## config.mk

```make
export PLATFORM = sky130hd
export DESIGN_NAME = startup_fault_sequencer
export DESIGN_NICKNAME = d
export VERILOG_FILES = /design/src/core/seq_pkg.sv /design/src/core/startup_fault_sequencer.sv
export SDC_FILE = /design/constraint.sdc
export NUM_CORES = 1
export LEC_CHECK = 0
export BUFFER_PORTS_ARGS = -buffer_cell sky130_fd_sc_hd__buf_2
export CELL_PAD_IN_SITES_DETAIL_PLACEMENT = 1
export CELL_PAD_IN_SITES_GLOBAL_PLACEMENT = 1
export CORE_MARGIN = 4
export CORE_UTILIZATION = 40
export CTS_CLUSTER_DIAMETER = 80
export CTS_CLUSTER_SIZE = 14
export DETAILED_ROUTE_END_ITERATION = 8
export PLACE_DENSITY = 0.84
export SLEW_MARGIN = 30
export SYNTH_ARGS = -nofsm -noshare
export SYNTH_HDL_FRONTEND = slang
export SYNTH_SLANG_ARGS = --single-unit
```

## constraint.sdc

```tcl
create_clock -name aclk -period 5.5 [get_ports aclk]
set_input_delay 0.275 -clock aclk [delete_from_list [all_inputs] [get_ports aclk]]
set_output_delay 0.275 -clock aclk [all_outputs]
set_load 0.05 [all_outputs]
```

## src/core/seq_pkg.sv

```systemverilog
// package for the buck-boost startup and fault sequencer
// assumes a 100 MHz aclk; comparator inputs synchronous to aclk
package seq_pkg;

  // ---------------------------------------------------------------
  // clock and times
  // ---------------------------------------------------------------
  localparam int unsigned CLK_PERIOD_NS       = 10;
  localparam int unsigned BIAS_SETTLE_US      = 100;
  localparam int unsigned RESISTOR_READ_US    = 450;
  localparam int unsigned TRANSITION_US       = 100;
  localparam int unsigned SOFTSTART_LIMIT_US  = 4000;
  localparam int unsigned CEILING_HOLD_US     = 2000;
  localparam int unsigned BIAS_SETTLE_CYC     = BIAS_SETTLE_US * 1000 / CLK_PERIOD_NS;
  localparam int unsigned RESISTOR_READ_CYC   = RESISTOR_READ_US * 1000 / CLK_PERIOD_NS;
  localparam int unsigned TRANSITION_CYC      = TRANSITION_US * 1000 / CLK_PERIOD_NS;
  localparam int unsigned SOFTSTART_LIMIT_CYC = SOFTSTART_LIMIT_US * 1000 / CLK_PERIOD_NS;
  localparam int unsigned CEILING_HOLD_CYC    = CEILING_HOLD_US * 1000 / CLK_PERIOD_NS;
  localparam int unsigned CNT_W               = 20;

  // ---------------------------------------------------------------
  // register map (byte addresses)
  // ---------------------------------------------------------------
  localparam logic [3:0]  CTRL_OFS   = 4'h0;
  localparam logic [3:0]  STATUS_OFS = 4'h4;
  localparam logic [3:0]  LEVEL_OFS  = 4'h8;
  localparam logic [31:0] CTRL_RST   = 32'h0000_0000;
  localparam int unsigned CTRL_EN_BIT   = 0;
  localparam int unsigned CTRL_MODE_BIT = 1;
  localparam int unsigned CTRL_OPT_BIT  = 2;
  localparam logic [1:0]  RESP_OKAY   = 2'h0;
  localparam logic [1:0]  RESP_SLVERR = 2'h2;

  // ---------------------------------------------------------------
  // states and carriers
  // ---------------------------------------------------------------
  typedef enum logic [2:0] {
    ST_IDLE, ST_BIAS, ST_READ, ST_SOFT, ST_TRANS, ST_RUN, ST_LATCH
  } seq_state_t;

  typedef struct packed {
    logic input_above_rise;
    logic input_below_fall;
    logic die_hot;
    logic die_cooled;
    logic ceiling_hit;
    logic out_at_target;
    logic out_above_90;
    logic out_within_10;
    logic sense_gap_high;
    logic sense_over_20;
    logic sense_over_10;
    logic target_above_5v;
  } comp_t;

  typedef struct packed {
    logic bias_on;
    logic read_level;
    logic switching;
    logic forced_fixed;
    logic half_ceiling;
    logic discharge_on;
  } power_ctl_t;

  typedef struct packed {
    logic [2:0] fault;
    logic       latched;
    logic [2:0] state;
  } status_t;

endpackage : seq_pkg

```

## src/core/startup_fault_sequencer.sv

```systemverilog
// startup and fault sequencer of a buck-boost regulator, with axi4-lite registers
// assumes analog comparators and pins sampled synchronously to aclk
//
// Overview of operation
// - enable powers bias, wait 100 us
// - read select resistor 450 us before soft-start
// - half current ceiling during soft-start
// - soft-start ends at target, ceiling restored
// - 100 us transition then skip-mode control
// - forced fixed switching throughout soft-start
// - 4 ms soft-start timeout latches off
// - switching stopped means discharge switch closed, except on a sense gap stop
// - latch on heat, timeout, ceiling, undervoltage
// - restart only after fault clear and enable toggle
// - heat trip, re-enable after cooling hysteresis
// - block operation below falling input threshold
// - start needs input above rise and enable
// - cycle ceiling per option 3.6 or 4.4
// - ceiling held 2 ms latches off
// - ceiling released early clears timer
// - sense gap over 0.5V stops switches
// - sense over 20 or 10 percent shuts off
// - mode select high fixed, low skip
// - output good driven low within 10 percent
// - discharge open from soft-start on while enabled and unfaulted
//
// Our own choices: the address map and the AXI4-Lite register port.
`timescale 1ns/100ps
module startup_fault_sequencer
  import seq_pkg::*;
#(
  parameter int unsigned BIAS_CYC    = BIAS_SETTLE_CYC,
  parameter int unsigned READ_CYC    = RESISTOR_READ_CYC,
  parameter int unsigned TRANS_CYC   = TRANSITION_CYC,
  parameter int unsigned SOFT_CYC    = SOFTSTART_LIMIT_CYC,
  parameter int unsigned CEILING_CYC = CEILING_HOLD_CYC,
  parameter bit          HAS_MODE_PIN = 1'b1
) (
  // clock and reset
  input  wire logic                  aclk,
  input  wire logic                  aresetn,
  // axi4-lite write address
  input  wire logic [3:0]            s_axi_awaddr,
  input  wire logic                  s_axi_awvalid,
  output logic                       s_axi_awready,
  // axi4-lite write data
  input  wire logic [31:0]           s_axi_wdata,
  input  wire logic [3:0]            s_axi_wstrb,
  input  wire logic                  s_axi_wvalid,
  output logic                       s_axi_wready,
  // axi4-lite write response
  output logic [1:0]                 s_axi_bresp,
  output logic                       s_axi_bvalid,
  input  wire logic                  s_axi_bready,
  // axi4-lite read address
  input  wire logic [3:0]            s_axi_araddr,
  input  wire logic                  s_axi_arvalid,
  output logic                       s_axi_arready,
  // axi4-lite read data
  output logic [31:0]                s_axi_rdata,
  output logic [1:0]                 s_axi_rresp,
  output logic                       s_axi_rvalid,
  input  wire logic                  s_axi_rready,
  // pins and comparators
  input  wire logic                  enable_pin,
  input  wire logic                  forced_fixed_switching_select,
  input  wire seq_pkg::comp_t        comp,
  input  wire logic [5:0]            level_code,
  // power stage control
  output seq_pkg::power_ctl_t        power_ctl,
  output logic                       high_ceiling_sel,
  output logic [5:0]                 level_r,
  output logic                       output_good_flag_o,
  output logic                       output_good_flag_oe
);

  // ---------------------------------------------------------------
  // parameter checks
  // ---------------------------------------------------------------
  if (BIAS_CYC < 1 || READ_CYC < 1 || TRANS_CYC < 1 || SOFT_CYC < 1 || CEILING_CYC < 1 ||
      SOFT_CYC >= (1 << CNT_W) || CEILING_CYC >= (1 << CNT_W) ||
      READ_CYC >= (1 << CNT_W)) begin : g_bad
    $error("counts out of range");
  end

  // ---------------------------------------------------------------
  // registers and bus
  // ---------------------------------------------------------------
  logic [31:0] ctrl_r;
  logic        aw_got_r;
  logic        w_got_r;
  logic [3:0]  awaddr_r;
  logic [31:0] wdata_r;
  logic [3:0]  wstrb_r;
  status_t     status;
  logic        enable;
  logic        mode_fixed;

  assign s_axi_awready = !aw_got_r && !s_axi_bvalid;
  assign s_axi_wready  = !w_got_r && !s_axi_bvalid;
  assign s_axi_arready = !s_axi_rvalid;

  always_ff @(posedge aclk) begin
    if (!aresetn) begin
      aw_got_r <= 1'b0;
      awaddr_r <= 4'h0;
    end else if (s_axi_awvalid && s_axi_awready) begin
      aw_got_r <= 1'b1;
      awaddr_r <= s_axi_awaddr;
    end else if (aw_got_r && w_got_r) begin
      aw_got_r <= 1'b0;
    end
  end

  always_ff @(posedge aclk) begin
    if (!aresetn) begin
      w_got_r <= 1'b0;
      wdata_r <= 32'h0;
      wstrb_r <= 4'h0;
    end else if (s_axi_wvalid && s_axi_wready) begin
      w_got_r <= 1'b1;
      wdata_r <= s_axi_wdata;
      wstrb_r <= s_axi_wstrb;
    end else if (aw_got_r && w_got_r) begin
      w_got_r <= 1'b0;
    end
  end

  always_ff @(posedge aclk) begin
    if (!aresetn) begin
      ctrl_r       <= CTRL_RST;
      s_axi_bvalid <= 1'b0;
      s_axi_bresp  <= RESP_OKAY;
    end else if (aw_got_r && w_got_r) begin
      s_axi_bvalid <= 1'b1;
      if (awaddr_r[3:2] == CTRL_OFS[3:2]) begin
        s_axi_bresp <= RESP_OKAY;
        if (wstrb_r[0]) begin
          ctrl_r[7:0] <= {5'h0, wdata_r[2:0]};
        end
      end else begin
        s_axi_bresp <= RESP_SLVERR;
      end
    end else if (s_axi_bvalid && s_axi_bready) begin
      s_axi_bvalid <= 1'b0;
    end
  end

  always_ff @(posedge aclk) begin
    if (!aresetn) begin
      s_axi_rvalid <= 1'b0;
      s_axi_rdata  <= 32'h0;
      s_axi_rresp  <= RESP_OKAY;
    end else if (s_axi_arvalid && s_axi_arready) begin
      s_axi_rvalid <= 1'b1;
      s_axi_rresp  <= RESP_OKAY;
      case (s_axi_araddr[3:2])
        CTRL_OFS[3:2]:   s_axi_rdata <= ctrl_r;
        STATUS_OFS[3:2]: s_axi_rdata <= {25'h0, status};
        LEVEL_OFS[3:2]:  s_axi_rdata <= {26'h0, level_r};
        default: begin
          s_axi_rdata <= 32'h0;
          s_axi_rresp <= RESP_SLVERR;
        end
      endcase
    end else if (s_axi_rvalid && s_axi_rready) begin
      s_axi_rvalid <= 1'b0;
    end
  end

  // enable pin or software enable; mode pin, or software mode when HAS_MODE_PIN is 0
  assign enable     = enable_pin || ctrl_r[CTRL_EN_BIT];
  assign mode_fixed = HAS_MODE_PIN ? forced_fixed_switching_select
                                   : ctrl_r[CTRL_MODE_BIT];
  assign high_ceiling_sel = ctrl_r[CTRL_OPT_BIT];

  // ---------------------------------------------------------------
  // sequencer
  // ---------------------------------------------------------------
  seq_state_t      state_r;
  logic [CNT_W-1:0] cnt_r;
  logic [CNT_W-1:0] ceil_cnt_r;
  logic            hot_r;
  logic            enable_prev_r;
  logic [2:0]      fault_r;
  logic            over_trip;
  logic            ceil_trip;
  logic            latch_fault;
  logic            active;

  // margin shrinks for targets above 5 v
  assign over_trip = comp.target_above_5v ? comp.sense_over_10 : comp.sense_over_20;
  assign ceil_trip = ceil_cnt_r >= CNT_W'(CEILING_CYC - 1) && comp.ceiling_hit;
  assign active    = state_r == ST_SOFT || state_r == ST_TRANS || state_r == ST_RUN;
  assign latch_fault = active && (hot_r || comp.input_below_fall || ceil_trip || over_trip ||
                       (state_r == ST_SOFT && cnt_r >= CNT_W'(SOFT_CYC - 1) &&
                        !comp.out_at_target));

  // thermal trip with hysteresis
  always_ff @(posedge aclk) begin
    if (!aresetn) begin
      hot_r <= 1'b0;
    end else if (comp.die_hot) begin
      hot_r <= 1'b1;
    end else if (comp.die_cooled) begin
      hot_r <= 1'b0;
    end
  end

  // ceiling hold timer, cleared when ceiling releases
  always_ff @(posedge aclk) begin
    if (!aresetn || !active || !comp.ceiling_hit) begin
      ceil_cnt_r <= '0;
    end else if (!ceil_trip) begin
      ceil_cnt_r <= ceil_cnt_r + 1'b1;
    end
  end

  always_ff @(posedge aclk) begin
    if (!aresetn) begin
      enable_prev_r <= 1'b0;
    end else begin
      enable_prev_r <= enable;
    end
  end

  // interval counters on aclk
  always_ff @(posedge aclk) begin
    if (!aresetn) begin
      state_r <= ST_IDLE;
      cnt_r   <= '0;
      fault_r <= 3'h0;
      level_r <= 6'h0;
    end else if (state_r != ST_LATCH && !enable) begin
      state_r <= ST_IDLE;
      cnt_r   <= '0;
    end else if (latch_fault) begin
      state_r <= ST_LATCH;
      cnt_r   <= '0;
      fault_r <= hot_r ? 3'h1 : comp.input_below_fall ? 3'h2 : ceil_trip ? 3'h3 :
                 over_trip ? 3'h4 : 3'h5;
    end else begin
      cnt_r <= cnt_r + 1'b1;
      case (state_r)
        ST_IDLE: begin
          cnt_r <= '0;
          if (enable && comp.input_above_rise && !comp.input_below_fall && !hot_r) begin
            state_r <= ST_BIAS;
            fault_r <= 3'h0;
          end
        end
        ST_BIAS: begin
          if (cnt_r >= CNT_W'(BIAS_CYC - 1)) begin
            state_r <= ST_READ;
            cnt_r   <= '0;
          end
        end
        ST_READ: begin
          if (cnt_r >= CNT_W'(READ_CYC - 1)) begin
            state_r <= ST_SOFT;
            level_r <= level_code;
            cnt_r   <= '0;
          end
        end
        ST_SOFT: begin
          if (comp.out_at_target) begin
            state_r <= ST_TRANS;
            cnt_r   <= '0;
          end
        end
        ST_TRANS: begin
          if (cnt_r >= CNT_W'(TRANS_CYC - 1)) begin
            state_r <= ST_RUN;
            cnt_r   <= '0;
          end
        end
        ST_RUN: begin
          cnt_r <= '0;
        end
        ST_LATCH: begin
          cnt_r <= '0;
          // fresh enable rise with faults gone
          if (enable && !enable_prev_r && !hot_r && !comp.input_below_fall &&
              !over_trip && comp.input_above_rise) begin
            state_r <= ST_BIAS;
            fault_r <= 3'h0;
          end
        end
        default: state_r <= ST_IDLE;
      endcase
    end
  end

  // ---------------------------------------------------------------
  // power stage outputs
  // ---------------------------------------------------------------
  always_ff @(posedge aclk) begin
    if (!aresetn) begin
      power_ctl <= '{discharge_on: 1'b1, default: 1'b0};
    end else begin
      power_ctl.bias_on      <= state_r != ST_IDLE && state_r != ST_LATCH;
      power_ctl.read_level   <= state_r == ST_READ;
      // gap trip stops all switches at once
      power_ctl.switching    <= active && !latch_fault && enable && !comp.sense_gap_high;
      power_ctl.forced_fixed <= state_r == ST_SOFT || state_r == ST_TRANS ||
                                mode_fixed;
      power_ctl.half_ceiling <= state_r == ST_SOFT;
      power_ctl.discharge_on <= !(active && !latch_fault && enable);
    end
  end

  // open-drain output good, pulls low inside the window
  always_ff @(posedge aclk) begin
    if (!aresetn) begin
      output_good_flag_oe <= 1'b0;
    end else begin
      output_good_flag_oe <= active && comp.out_within_10;
    end
  end
  assign output_good_flag_o = 1'b0;

  assign status = '{fault: fault_r, latched: state_r == ST_LATCH, state: state_r};

endmodule : startup_fault_sequencer

```

## Word-level counts from Yosys, hierarchy flattened

Cells that the tools add are included.

| operators by class | value |
|---|---|
| add/sub/neg operators | 2 |
| order comparisons | 4 |
| eq/ne operators | 22 |
| muxes and demuxes | 33 |
| bitwise gates (word level) | 4 |
| reductions and logical operators | 72 |

Operators with widths:

| kind | count |
|---|---|
| 20-bit case mux with 4 select lines | 1 |
| 20-bit 2-to-1 mux | 3 |
| 20-bit by 1-bit adder with 20-bit output (second input constant) | 2 |
| 3-bit 2-to-1 mux | 13 |
| 1-bit logical AND | 26 |
| 3-bit case mux with 7 select lines | 1 |
| 7-bit case mux with 3 select lines | 1 |
| 20-bit by 14-bit >= comparator with 1-bit output (second input constant) | 1 |
| 20-bit by 16-bit >= comparator with 1-bit output (second input constant) | 1 |
| 20-bit by 18-bit >= comparator with 1-bit output (second input constant) | 1 |
| 20-bit by 19-bit >= comparator with 1-bit output (second input constant) | 1 |
| 3-bit != test (second input constant) | 6 |
| 1-bit zero test | 16 |
| 7-bit AND reduction | 2 |
| 2-bit != test (second input constant) | 6 |
| 1-bit 2-to-1 mux | 11 |
| 1-bit logical OR | 10 |
| 2-bit nonzero test | 5 |
| 3-bit equality test (second input constant) | 3 |
| 3-bit OR reduction | 3 |
| 4-bit AND reduction | 2 |
| 3-bit by 2-bit equality test with 1-bit output (second input constant) | 2 |
| 3-bit case mux with 2 select lines | 1 |
| 3-bit nonzero test | 2 |
| other kinds (11) | 17 |

| storage, ports and cells | value |
|---|---|
| register bits after elaboration | 112 |
| bits of input ports | 71 |
| logic and storage cells | 163 |

## Depth between registers and ports, before layout

| logic depth | value |
|---|---|
| depth in word-level cells | 10 |
| mapped depth | 8 |
| gate-level depth less buffers | 6 |

## Worst setup path before layout

No wires, ideal clock.

| timing path | value |
|---|---|
| path type | register to register |
| start point | register cnt_r[0] |
| end point | register cnt_r[12] |
| setup time | 0.078 ns |
| arrival time | 2.076 ns |
| slack | 3.346 ns |
| cell stages (with the launch flop) | 8 |
| buffers on the path | 1 |
| period minus slack after synthesis | 2.154 ns |
| cells stage by stage | dfxtp_1 > ha_1 > a2111oi_0 > nor4b_1 > or4_1 > a31o_2 > clkbuf_1 > nor3_1 |

| between the ends | value |
|---|---|
| cells in the longest elaborated chain, start to end | 6 |
| elaborated cells between the ends (all ways) | 13 |

Ends and longest elaborated chain:

| element | line | source |
|---|---|---|
| start, declared | startup_fault_sequencer.sv:181 | `logic [CNT_W-1:0] cnt_r;` |
| start signal, assigned | startup_fault_sequencer.sv:243 | `cnt_r <= cnt_r + 1'b1;` |
| 20-bit by 19-bit >= comparator with 1-bit output | startup_fault_sequencer.sv:196 | `(state_r == ST_SOFT && cnt_r >= CNT_W'(SOFT_CYC - 1) &&` |
| 1-bit logical AND (2 in a row) | startup_fault_sequencer.sv:196 |  |
| 1-bit logical OR | startup_fault_sequencer.sv:195 | `assign latch_fault = active && (hot_r \|\| comp.input_below_fall \|\| ceil_trip \|\| over_trip \|\|` |
| 1-bit logical AND | startup_fault_sequencer.sv:195 |  |
| 3-bit OR reduction (no line) | - |  |

Parallel ways exist; a longest one is shown, timed or not.
A chain may end at the register's enable or synchronous reset.

## Final worst setup path

| timing path | value |
|---|---|
| start point | register state_r[0] |
| end point | register fault_r[2] |

| between the ends | value |
|---|---|
| cells in the longest elaborated chain, start to end | 7 |
| elaborated cells between the ends (all ways) | 20 |

Ends and longest elaborated chain:

| element | line | source |
|---|---|---|
| start, declared | startup_fault_sequencer.sv:180 | `seq_state_t state_r;` |
| start signal, assigned | startup_fault_sequencer.sv:230 | `state_r <= ST_IDLE;` |
| start signal, assigned | startup_fault_sequencer.sv:235 | `state_r <= ST_IDLE;` |
| start signal, assigned | startup_fault_sequencer.sv:238 | `state_r <= ST_LATCH;` |
| 3-bit by 2-bit equality test with 1-bit output | startup_fault_sequencer.sv:194, startup_fault_sequencer.sv:196 |  |
| 1-bit logical AND (2 in a row) | startup_fault_sequencer.sv:196 |  |
| 1-bit logical OR | startup_fault_sequencer.sv:195 |  |
| 1-bit logical AND | startup_fault_sequencer.sv:195 |  |
| 3-bit != test (no line) (tied with other cells) | - |  |
| 4-bit AND reduction (no line) | - |  |
| end signal, assigned | startup_fault_sequencer.sv:240 | `fault_r <= hot_r ? 3'h1 : comp.input_below_fall ? 3'h2 : ceil_trip ? 3'h3 :` |
| end, declared | startup_fault_sequencer.sv:185 | `logic [2:0] fault_r;` |

Parallel ways exist; a longest one is shown, timed or not.

==> qor.csv <==
metric,value,unit
setup_tns,0,ns
Final nets,609,
Synth Cell Area,0.00412,mm2
total CTS buffers,9,
P per Cell Area,254,mW/mm2
clock slew at reported path FFs,0.09,ns
# fillers,1230,
max_cap viols,0,
initial antenna violation count,0,
RSZ-0062 raised after global routing,no,
design area,0.00458,mm2
class of the most critical setup path,register to register,
ys flop type,dfxtp_1,
post-cts resize count,0,
core box area,0.00991,mm2
Area after DPL,0.00440,mm2
die footprint,0.0120,mm2
clock skew,0.0124,ns
final hold violation count,0,
chip height,109,um
largest fanout on the critical path,21,
H-tree depth,3,
global routing met1 resource utilization,22.9,%
DR vias/cell,5.51,
final WL,11000,um
gr ovfl total,0,
crit path time final,2.66,ns
num rows,36,
grt met3 use,3.05,%
Min-Delay Path Class,input port to register,
area delta synth->final,11.2,%
latest clock arrival within the worst-skew pair,0.35,ns
worst slack on hold paths,0.0599,ns
Post-Syn Instances,487,
slowest cell delay on critical path,0.77,ns
crit path DAT,2.92,ns
post-route ant nets,0,
largest net degree at the start of global routing,36,
Die X,109,um
GR Util met2,31.4,%
# diodes,0,
Max Clock Freq,377,MHz
"Data required, critical path",5.77,ns
CTS Sinks,83,
# Post-CTS Setup Buffers,0,
syn avg cell area,8.45,um2
Syn. warnings,0,
Final GP Congestion,0.849,
total number of vias,3714,
max-slew violations,0,
DRC,0,
Top Usage Layer GRT,met2,
relative slew slack,45.2,%
CP Launch Type,register,
number of global-route vias before repair,3688,
global-route wire length before repair,17400,um
share of cells above drive strength 1,16.6,%
Detailed Routing Iterations Pass 1,4,
Avg WL per Cell,16.3,um
Seq cells post-synth,83,
run status,completed,
sequential cell area fraction in the yosys report,40.4,%
crit-path cells,"nand3b_1, a2111o_1, o21ai_0, mux2_2, o31ai_1",
drt initial violations,199,
fin crit share,48.3,%
Synth async-reset ratio,0,%
IO buf count,61,
maximum clock path buffer count,2,
Clock Tree Root,clkbuf_8,
CTS Hold Buffers Added,0,
Worst Tran Pin Value,0.813,ns
io pins,127,
overall global routing resource usage,18.0,%
CTS tree,built,
final core utilization,46.2,%
final HPWL from detailed placement,8040,um
Pleak,1.70,nW
"EDFF count, synth",0,
highest-delay cell along the critical path,dfxtp_1,
Yosys cell types,65,
CP Capture Type,register,
final setup violation count,0,
Max IR drop VDD,0.000182,V
Initial Util,41.5,%
cells in the mapped netlist, drive strengths merged, types with 5 or more instances:
library cell / number / share of area [%]
inv: 11 / 1.0
dfxtp: 83 / 40
or3: 7 / 1.1
xnor2: 12 / 2.6
nand4: 9 / 1.4
clkbuf: 19 / 1.8
nand2: 27 / 2.5
and3: 6 / 0.91
o31ai: 11 / 2.0
buf: 33 / 5.7
and2: 5 / 0.76
mux2i: 13 / 3.2
a21oi: 33 / 4.1
nor2: 46 / 4.2
nand3: 26 / 3.2
a211oi: 7 / 1.4
xor2: 8 / 1.7
or4: 12 / 2.3
nor4: 7 / 1.4
nor3: 33 / 4.0
o21ai: 20 / 2.4
nor2b: 6 / 0.91
a31oi: 5 / 0.76
sequential cells by signal, indices dropped and copies added (netlist names):
| register | flops |
|---|---|
| s_axi_bvalid | 1 |
| hot_r | 1 |
| aw_got_r | 1 |
| s_axi_rresp | 1 |
| wstrb_r | 1 |
| wdata_r | 3 |
| awaddr_r | 2 |
| level_r | 6 |
| s_axi_rvalid | 1 |
| ceil_cnt_r | 20 |
| ctrl_r | 3 |
| state_r | 3 |
| output_good_flag_oe | 1 |
| s_axi_rdata | 7 |
| enable_prev_r | 1 |
| cnt_r | 20 |
| s_axi_bresp | 1 |
| power_ctl | 6 |
| fault_r | 3 |
| w_got_r | 1 |
layer usage:
layer | vias up | wire (um)
met3 | 9 | 355
met4 | 0 | 123
met5 | - | 0
li1 | 1817 | -
met1 | 1816 | 5000
met2 | 72 | 5490
cell families (layout without fill, tap and decap cells):
kind of cell / count (synthesis) / count (layout) / synth area share [%]
XOR/XNOR: 20 / 20 / 4.26
AO/OA/AOI/OAI: 101 / 101 / 16.1
other: 1 / 28 / 0.0911
AND/OR/NAND/NOR: 200 / 200 / 25.7
flip-flops: 83 / 83 / 40.4
adder cells (fa/ha/maj): 2 / 2 / 0.608
multiplexers: 16 / 16 / 4.35
buffers and inverters: 64 / 91 / 8.54
per-stage QoR:
| step | cells | power, mW | setup slack [ns] |
|---|---|---|---|
| detailed placement | 658 | 0.770 | 2.96 |
| finish | 674 | 1.16 | 2.84 |
| global placement | 658 | 0.767 | 3.03 |
| floorplan | 514 | 0.755 | 3.35 |
| CTS | 674 | 1.18 | 2.91 |
| global route | 674 | 1.21 | 2.69 |
worst max-delay path, delay by kind of cell, from the launching register on:
family | cells | cell delay, ns
muxes | 1 | 0.39
DFF | 1 | 0.77
and+or+nand+nor | 1 | 0.27
AOI/OAI and AO/OA | 3 | 1.14
path summary, 6_finish.rpt:
| path | depth (start not counted) | start | slack [ns] | to |
|---|---|---|---|---|
| setup / recovery | 5 | state_r[0] | 2.84 | fault_r[2] |
| hold / removal | 2 | comp[3] | 0.06 | power_ctl[3] |
| setup reg to reg | 5 | state_r[0] | 2.84 | fault_r[2] |
| hold reg to reg | 2 | s_axi_rresp[1] | 0.46 | s_axi_rresp[1] |
power breakdown:
group / switching, mW / internal [mW]
Combinational: 0.106 / 0.0318
Clock: 0.229 / 0.178
Sequential: 0.00854 / 0.611
cell type report:
cell class / instances / area, um2 / area share, %
clock buffers: 11 / 141 / 3.09
flip-flops and latches: 83 / 1660 / 36.3
inverters: 12 / 45.0 / 0.984
well taps: 133 / 166 / 3.64
multi-input cells: 367 / 2200 / 48.1
clock inverters: 5 / 38.8 / 0.847
repair buffers: 63 / 320 / 7.00
placed cells by master, fill, tap and decap left out, types with 2 or more instances in the layout:
cell type / netlist / routed
o21ai_0: 20 / 20
nor3_1: 33 / 33
or4_1: 11 / 11
o32ai_1: 2 / 2
mux2i_1: 13 / 13
clkinv_4: 0 / 3
dfxtp_1: 83 / 83
conb_1: 1 / 28
nand4_1: 9 / 9
xnor2_1: 12 / 12
clkbuf_8: 0 / 10
and3b_1: 2 / 2
a21oi_1: 32 / 32
a31oi_1: 5 / 5
buf_4: 28 / 2
or3_1: 7 / 7
nor2_1: 46 / 46
o21a_1: 3 / 3
a211oi_1: 6 / 6
inv_1: 11 / 11
nand2_1: 27 / 27
a221oi_1: 3 / 3
nor2b_1: 6 / 6
buf_2: 4 / 61
nand3_1: 26 / 26
o31ai_1: 11 / 11
xor2_1: 8 / 8
ha_1: 2 / 2
a2111o_1: 2 / 2
and3_1: 6 / 6
nor4b_1: 3 / 3
nor4_1: 6 / 6
and4_1: 3 / 3
nand3b_1: 2 / 2
and2_1: 5 / 5
Power figures use the tool's default switching activity.
